`config.mk`:
```
export PLATFORM = sky130hd
export DESIGN_NAME = irq_index_unit
export DESIGN_NICKNAME = d
export VERILOG_FILES = /design/src/verilog/irq_index_pkg.sv /design/src/verilog/index_mapper.sv /design/src/verilog/irq_index_unit.sv
export VERILOG_INCLUDE_DIRS = /design/src /design/src/verilog
export SDC_FILE = /design/constraint.sdc
export NUM_CORES = 1
export LEC_CHECK = 0
export ABC_AREA = 0
export CAP_MARGIN = 5
export CORE_MARGIN = 4
export CORE_UTILIZATION = 45
export CTS_CLUSTER_SIZE = 40
export DETAILED_ROUTE_END_ITERATION = 12
export DONT_BUFFER_PORTS = 1
export MAX_ROUTING_LAYER = met4
export PLACE_DENSITY = 0.63
export SLEW_MARGIN = 0
export SYNTH_ARGS = -nofsm -noshare
export SYNTH_HDL_FRONTEND = slang
export SYNTH_SLANG_ARGS = --single-unit
```
`constraint.sdc`:
```
create_clock -name clk_i -period 2.4 [get_ports clk_i]
set_input_delay 0.12 -clock clk_i [delete_from_list [all_inputs] [get_ports clk_i]]
set_output_delay 0.12 -clock clk_i [all_outputs]
set_load 0.02 [all_outputs]
```
`src/verilog/irq_index_cfg.svh`:
```
// Operation
// - After the mask op executes, process and time interrupts go unserviced.
// - The unmask op cancels masking and restores interrupt service.
// - Mask and unmask execute whatever the logic result bit holds.
// - Mask and unmask leave the logic result bit and condition codes alone.
// - Requests raised while masked stay pending and are served after unmask.
// - The indexed prefix spans two program words, whatever the result bit.
// - The next statement takes its parameter from the named index word.
// - Indexed bit ops: bit address in high byte, byte address in low byte.
// - Indexing: scan, set, timer, count, load, jump, shift, inc/dec, call.
// - Indexed input AND-scan, marker index, byte above 127: scan outputs.
`ifndef IRQ_INDEX_CFG_SVH
`define IRQ_INDEX_CFG_SVH

// ****************************************
// Register map (word indexes, compared with wb_adr_i[7:2])
// ****************************************
`define REG_CTRL 6'h00
`define REG_STATUS 6'h01
`define REG_SUBST_COUNT 6'h02
`define REG_LAST_PARAM 6'h03

// ****************************************
// Fields and reset values
// ****************************************
`define CTRL_IRQ_EN_LSB 0
`define CTRL_RESET 2'h3
`define STAT_MASKED_BIT 0
`define STAT_PEND_LSB 1
`define STAT_ARMED_BIT 3
`define STAT_FAULT_BIT 4

// ****************************************
// Decode constants
// ****************************************
`define REDIRECT_BYTE_LIMIT 8'h7f
`define SUB_AND_SCAN 2'h0

`endif

```
`src/verilog/irq_index_pkg.sv`:
```
package irq_index_pkg;

  typedef enum logic [3:0] {
    OP_OTHER = 4'h0,
    OP_MASK = 4'h1,
    OP_UNMASK = 4'h2,
    OP_INDEX = 4'h3,
    OP_BOOL = 4'h4,
    OP_SETRST = 4'h5,
    OP_TIMER = 4'h6,
    OP_COUNTER = 4'h7,
    OP_LOADXFER = 4'h8,
    OP_JUMP = 4'h9,
    OP_SHIFT = 4'ha,
    OP_DECINC = 4'hb,
    OP_BLOCKCALL = 4'hc
  } op_e;

  typedef enum logic [2:0] {
    AREA_NONE = 3'h0,
    AREA_INPUT = 3'h1,
    AREA_OUTPUT = 3'h2,
    AREA_MARKER = 3'h3,
    AREA_STORAGE = 3'h4,
    AREA_TIMER = 3'h5,
    AREA_COUNTER = 3'h6,
    AREA_BLOCK = 3'h7
  } area_e;

  typedef enum logic [1:0] {
    ST_IDLE = 2'b01,
    ST_ARMED = 2'b10
  } state_e;

  // Param layout: [15:8] bit address, [7:0] byte address or word value
  typedef struct packed {
    op_e op;
    logic [1:0] sub;
    area_e area;
    logic [15:0] param;
    logic lrb_write;
    logic cc_write;
  } stmt_s;

  typedef struct packed {
    stmt_s stmt;
    logic indexed;
  } exec_s;

endpackage : irq_index_pkg

```
`src/verilog/index_mapper.sv`:
```
`timescale 1ns/1ps
`include "irq_index_cfg.svh"

module index_mapper (
  // Statement after the prefix
  input irq_index_pkg::stmt_s stmt_i,
  // Prefix source and fetched index word
  input irq_index_pkg::area_e src_i,
  input wire logic [15:0] idx_word_i,
  // Mapped result
  output irq_index_pkg::stmt_s stmt_o,
  output logic permitted_o,
  output logic fault_o
);
  import irq_index_pkg::*;

  logic bit_op;

  always_comb begin
    stmt_o = stmt_i;
    bit_op = (stmt_i.op == OP_BOOL || stmt_i.op == OP_SETRST) &&
             (stmt_i.area == AREA_INPUT || stmt_i.area == AREA_OUTPUT ||
              stmt_i.area == AREA_MARKER);
    unique case (stmt_i.op)
      OP_BOOL, OP_SETRST, OP_TIMER, OP_COUNTER, OP_LOADXFER, OP_JUMP,
      OP_SHIFT, OP_DECINC, OP_BLOCKCALL: permitted_o = 1'b1;
      default: permitted_o = 1'b0;
    endcase
    // High byte carries the bit, low byte the byte address
    stmt_o.param = idx_word_i;
    if (stmt_i.op == OP_BOOL && stmt_i.sub == `SUB_AND_SCAN &&
        stmt_i.area == AREA_INPUT && src_i == AREA_MARKER &&
        idx_word_i[7:0] > `REDIRECT_BYTE_LIMIT) begin
      stmt_o.area = AREA_OUTPUT;
    end
    // Misuse by the program is flagged, never silently fixed
    fault_o = !permitted_o || (stmt_i.param != 16'h0000) ||
              (!bit_op && idx_word_i[15:8] != 8'h00);
  end

endmodule : index_mapper

```
`src/verilog/irq_index_unit.sv`:
```
// The placing of the registers and the Wishbone register port were chosen for this implementation.
`timescale 1ns/1ps
`include "irq_index_cfg.svh"

module irq_index_unit #(
  parameter int COUNT_W = 16
) (
  // Clock and reset
  input wire logic clk_i,
  input wire logic rst_i,
  // Wishbone slave
  input wire logic wb_cyc_i,
  input wire logic wb_stb_i,
  input wire logic wb_we_i,
  input wire logic [7:0] wb_adr_i,
  input wire logic [3:0] wb_sel_i,
  input wire logic [31:0] wb_dat_i,
  output logic [31:0] wb_dat_o,
  output logic wb_ack_o,
  // Decoded statement stream
  input wire logic stmt_valid_i,
  input irq_index_pkg::stmt_s stmt_i,
  input wire logic [15:0] idx_word_i,
  input wire logic logic_result_bit_i,
  // Executed statement
  output logic exec_valid_o,
  output irq_index_pkg::exec_s exec_o,
  // Interrupts: bit 0 process, bit 1 time
  input wire logic [1:0] irq_req_i,
  output logic [1:0] irq_service_o,
  output logic irq_masked_o
);
  import irq_index_pkg::*;

  localparam int NUM_IRQ = 2;

  // ****************************************
  // Elaboration checks
  // ****************************************
  if (COUNT_W < 1 || COUNT_W > 32) begin : g_bad_count_w
    $error("COUNT_W must lie in 1..32");
  end

  function automatic logic hits(input logic [7:0] adr,
                                input logic [5:0] idx);
    hits = (adr[7:2] == idx);
  endfunction : hits

  // ****************************************
  // Registers and state
  // ****************************************
  logic [1:0] ctrl_reg;
  logic masked_reg;
  logic [1:0] pend_reg;
  logic fault_reg;
  logic [COUNT_W-1:0] count_reg;
  logic [15:0] last_param_reg;
  state_e state_reg;
  area_e src_reg;
  logic [15:0] idx_word_reg;
  logic ack_reg;
  logic [31:0] rdata_reg;
  logic exec_valid_reg;
  exec_s exec_reg;
  logic [1:0] service_reg;

  logic req;
  logic wr;
  logic mask_now;
  logic unmask_now;
  logic index_now;
  logic subst_now;
  logic block_irq;
  logic [1:0] service_next;
  logic [1:0] set_pend;
  stmt_s mapped;
  logic permitted;
  logic map_fault;
  logic fault_clr;

  assign req = wb_cyc_i && wb_stb_i && !ack_reg;
  assign wr = req && wb_we_i && wb_sel_i[0];
  // Mask ops ignore the logic result bit on purpose
  assign mask_now = stmt_valid_i && stmt_i.op == OP_MASK;
  assign unmask_now = stmt_valid_i && stmt_i.op == OP_UNMASK;
  assign index_now = stmt_valid_i && stmt_i.op == OP_INDEX &&
                     state_reg == ST_IDLE;
  assign subst_now = stmt_valid_i && state_reg == ST_ARMED && permitted;
  assign fault_clr = wr && hits(wb_adr_i, `REG_STATUS) &&
                     wb_dat_i[`STAT_FAULT_BIT];

  index_mapper u_mapper (
    .stmt_i(stmt_i),
    .src_i(src_reg),
    .idx_word_i(idx_word_reg),
    .stmt_o(mapped),
    .permitted_o(permitted),
    .fault_o(map_fault)
  );

  // ****************************************
  // Wishbone slave
  // ****************************************
  always_ff @(posedge clk_i) begin
    if (rst_i) begin
      ack_reg <= 1'b0;
    end else begin
      ack_reg <= req;
    end
  end

  always_ff @(posedge clk_i) begin
    if (rst_i) begin
      rdata_reg <= 32'h0000_0000;
    end else if (req) begin
      rdata_reg <= 32'h0000_0000;
      if (hits(wb_adr_i, `REG_CTRL)) begin
        rdata_reg[1:0] <= ctrl_reg;
      end else if (hits(wb_adr_i, `REG_STATUS)) begin
        rdata_reg[`STAT_MASKED_BIT] <= masked_reg;
        rdata_reg[`STAT_PEND_LSB +: 2] <= pend_reg;
        rdata_reg[`STAT_ARMED_BIT] <= (state_reg == ST_ARMED);
        rdata_reg[`STAT_FAULT_BIT] <= fault_reg;
      end else if (hits(wb_adr_i, `REG_SUBST_COUNT)) begin
        rdata_reg[COUNT_W-1:0] <= count_reg;
      end else if (hits(wb_adr_i, `REG_LAST_PARAM)) begin
        rdata_reg[15:0] <= last_param_reg;
      end
    end
  end

  always_ff @(posedge clk_i) begin
    if (rst_i) begin
      ctrl_reg <= `CTRL_RESET;
    end else if (wr && hits(wb_adr_i, `REG_CTRL)) begin
      ctrl_reg <= wb_dat_i[`CTRL_IRQ_EN_LSB +: 2];
    end
  end

  // ****************************************
  // Interrupt masking
  // ****************************************
  always_ff @(posedge clk_i) begin
    if (rst_i) begin
      masked_reg <= 1'b0;
    end else if (mask_now) begin
      masked_reg <= 1'b1;
    end else if (unmask_now) begin
      masked_reg <= 1'b0;
    end
  end

  // Service is held off already in the cycle the mask op arrives
  assign block_irq = masked_reg || mask_now;

  always_comb begin
    service_next = 2'b00;
    if (!block_irq) begin
      if (pend_reg[0]) begin
        service_next[0] = 1'b1;
      end else if (pend_reg[1]) begin
        service_next[1] = 1'b1;
      end
    end
  end

  // New request wins over the clear caused by servicing
  for (genvar i = 0; i < NUM_IRQ; i++) begin : g_pend
    assign set_pend[i] = irq_req_i[i] && ctrl_reg[i];
    always_ff @(posedge clk_i) begin
      if (rst_i) begin
        pend_reg[i] <= 1'b0;
      end else if (set_pend[i]) begin
        pend_reg[i] <= 1'b1;
      end else if (service_next[i]) begin
        pend_reg[i] <= 1'b0;
      end
    end
  end

  always_ff @(posedge clk_i) begin
    if (rst_i) begin
      service_reg <= 2'b00;
    end else begin
      service_reg <= service_next;
    end
  end

  // ****************************************
  // Indexed execution sequencer
  // ****************************************
  always_ff @(posedge clk_i) begin
    if (rst_i) begin
      state_reg <= ST_IDLE;
    end else begin
      unique case (state_reg)
        ST_IDLE: begin
          if (index_now) begin
            state_reg <= ST_ARMED;
          end
        end
        ST_ARMED: begin
          if (stmt_valid_i) begin
            state_reg <= ST_IDLE;
          end
        end
      endcase
    end
  end

  always_ff @(posedge clk_i) begin
    if (rst_i) begin
      src_reg <= AREA_NONE;
      idx_word_reg <= 16'h0000;
    end else if (index_now) begin
      src_reg <= stmt_i.area;
      idx_word_reg <= idx_word_i;
    end
  end

  always_ff @(posedge clk_i) begin
    if (rst_i) begin
      exec_valid_reg <= 1'b0;
      exec_reg <= '0;
    end else begin
      exec_valid_reg <= stmt_valid_i && !index_now;
      exec_reg.stmt <= stmt_i;
      exec_reg.indexed <= 1'b0;
      if (mask_now || unmask_now) begin
        exec_reg.stmt.lrb_write <= 1'b0;
        exec_reg.stmt.cc_write <= 1'b0;
      end else if (subst_now) begin
        exec_reg.stmt <= mapped;
        exec_reg.indexed <= 1'b1;
      end
    end
  end

  // Set wins over a software clear in the same cycle
  always_ff @(posedge clk_i) begin
    if (rst_i) begin
      fault_reg <= 1'b0;
    end else if (stmt_valid_i && state_reg == ST_ARMED && map_fault) begin
      fault_reg <= 1'b1;
    end else if (fault_clr) begin
      fault_reg <= 1'b0;
    end
  end

  always_ff @(posedge clk_i) begin
    if (rst_i) begin
      count_reg <= '0;
      last_param_reg <= 16'h0000;
    end else if (subst_now) begin
      count_reg <= count_reg + 1'b1;
      last_param_reg <= mapped.param;
    end else if (wr && hits(wb_adr_i, `REG_SUBST_COUNT)) begin
      count_reg <= '0;
    end
  end

  assign wb_ack_o = ack_reg;
  assign wb_dat_o = rdata_reg;
  assign exec_valid_o = exec_valid_reg;
  assign exec_o = exec_reg;
  assign irq_service_o = service_reg;
  assign irq_masked_o = masked_reg;
endmodule : irq_index_unit

```
==> summary.txt <==
Status - finished, final reports clean
Initial antenna violation count - 0
Wire length per cell - 17.48 um
Post-Syn Area - 4343 sq um
Total grt overflow - 0
Share of layout cells above drive strength 1 - 7.143%
TritonCTS clock tree - done
Antenna Cells - 0
Crit share post-route - 84.52%
Crit-path max FO - 7
DRT Pass-1 Iters - 4
Most common cell after layout, fill and taps aside - dfxtp_1
Post-Place Cells - 608
H-Tree Depth - 3
CP max stage cell - or4_1
Initial DRC Count - 242
Maximum clock insertion buffer count - 2
WL met2 - 5.586 mm
Met1 wire length - 5.202 mm
Top Ports - 161
Primary FF master, synth - dfxtp_1
Post-Syn Area per Cell - 8.617 sq um
HPWL after DPL - 7.739 mm
Number of hold violations in the final report - 0
PD cells - 645.1 nW/um^2
RD Place Congestion - 0.8462
Max VDD drop - 0.4041 mV
Largest net degree at the start of global routing - 101
RSZ-0062 raised after global routing - no
Area Overhead vs Synth - 17.89%
Root buffer cell - clkbuf_8
Worst Tran Pin Value - 0.7675 ns
Synth async-reset ratio - 0%
Die width - 106.2 um
First-pass GRT wire length - 18.46 mm
HP Class - input port to flip-flop
Setup Skew - 0.005445 ns
Slew HR - 48.68%
Final Non-Filler Cells - 675
Worst skew pair latency - 0.36 ns
Number of synthesized register bits - 107
Cell Chain, Critical Path - ha_1, nand3_1, or3_1, or4_1, a31oi_1
Cells after Synth - 504
Nature of the critical path endpoint - flip-flop
Fill cells - 861
Initial Utilization - 46.56%
Clk sinks - 107
Vias - 3751
Max Cap Violations - 0
Yosys cell types - 50
Crit path DAT - 2.32 ns
GR Util All Layers - 21.12%
Crit-path max cell delay - 0.48 ns
Vias in the first global route - 3637
Crit path max-delay family - simple AND/OR/NAND/NOR gates
Max Fclk - 493.0 MHz
Setup bufs post-CTS - 0
Number of flip-flops in the largest register - 28
Count of final setup violators - 0
Highest Signal Layer - met4
Worst path bufs/invs - 0
Synth warn - 0
Post-route ant nets - 0
Die Span Y - 106.2 um
Worst-path clk slew - 0.10 ns
Wire length on met3 - 835 um
Cell Rows - 35
Post-synthesis sequential area ratio - 49.32%
DIE AREA - 11290 sq um
NumNets Final - 639
Routed vias/inst - 5.557
Commonest cells after routing, fill and taps aside - dfxtp_1, nand2_1, a21oi_1
Data required, critical path - 2.69 ns
Core box area - 9328 sq um
Port Buffers - 0
Crit path time final - 2.028 ns
Pleak - 1.836 nW
TNS Setup - 0 ns
WL final - 11.80 mm
Startpoint types - flip-flop
Num CTS Buffers - 9
DRC Markers - 0
Slew Viols, Final - 0
Critical path class - flip-flop to flip-flop
Post-synth EDFFs - 0
## tightest hold or removal path: cells and delay by family
kind | cells | cell delay [ns]
compound gates | 1 | 0.06
simple gates | 2 | 0.16
## final cells by class
class / count / area [sq um] / share of cell area [%]
clock buffers: 11 / 141.4 / 2.761
well taps: 129 / 161.4 / 3.152
multi-input cells: 359 / 1991 / 38.88
inverters: 7 / 26.28 / 0.5132
flip-flops and latches: 107 / 2142 / 41.84
repair buffers: 58 / 583.1 / 11.39
clock inverters: 4 / 75.07 / 1.466
## repair_timing
item                                   CTS  global route
gates resized for setup                  0             0
endpoints found under the hold margin  107             0
hold buffers                            52             0
## metrics by stage
| step | cell area, sq um | hold WS, ns | util, % | worst slack [ns] | power, mW |
|---|---|---|---|---|---|
| 2_1_floorplan | 4399 | 0.2417 | - | 0.6030 | 2.056 |
| 3_3_place_gp | 4365 | 0.1982 | 46.80 | 0.4412 | 2.032 |
| 3_5_place_dp | 4365 | 0.1998 | 46.80 | 0.4105 | 2.035 |
| 4_1_cts | 5120 | 0.0003715 | 54.89 | 0.3774 | 3.318 |
| 5_1_grt | 5120 | 0.009443 | 54.89 | 0.2813 | 3.404 |
| 6_report | 5120 | 0.006584 | 54.89 | 0.3716 | 3.303 |
## worst paths after layout
kind                                         start                 end  slack (ns)  cells after the start
worst max register to register        count_reg[0]       count_reg[14]        0.37                      5
worst min-delay path                    stmt_i[18]          exec_o[20]       0.007                      3
worst max-delay path                  count_reg[0]       count_reg[14]        0.37                      5
worst min register to register  last_param_reg[13]  last_param_reg[13]        0.46                      2
## cells in the mapped netlist, drive strengths merged, types with 9 or more instances
cell type | count | area share (%)
nor4 | 9 | 1.3
nor2b | 10 | 1.4
nand3 | 19 | 2.2
mux2 | 11 | 2.9
o21ai | 9 | 1.0
a22oi | 16 | 2.8
clkbuf | 21 | 1.8
buf | 25 | 3.8
nand2 | 104 | 9.0
nor2 | 24 | 2.1
a21oi | 61 | 7.0
dfxtp | 107 | 49
## report_power, final
group          switching, mW  internal (mW)  total, mW
combinational          0.118          0.103      0.221
sequential            0.0604           1.82       1.88
clock                  0.595          0.611       1.21
total                  0.773           2.53       3.30
## routing by layer
metal,track usage [%],vias up
met5,-,-
met4,6.846,0
met3,5.586,17
met2,34.39,135
met1,25.57,1780
li1,-,1819
## logic make-up (layout without fill, tap and decap cells)
logic type	count (synthesis)	in the layout	synth area share, %
AO/OA/AOI/OAI	113	113	15.90
XOR/XNOR	1	1	0.2017
adder cells (fa/ha/maj)	1	1	0.2881
buffers and inverters	53	80	6.252
flip-flops	107	107	49.32
multiplexers	16	16	4.581
other	1	16	0.08635
AND/OR/NAND/NOR	212	212	23.37
(Power assumes the default switching activity.)
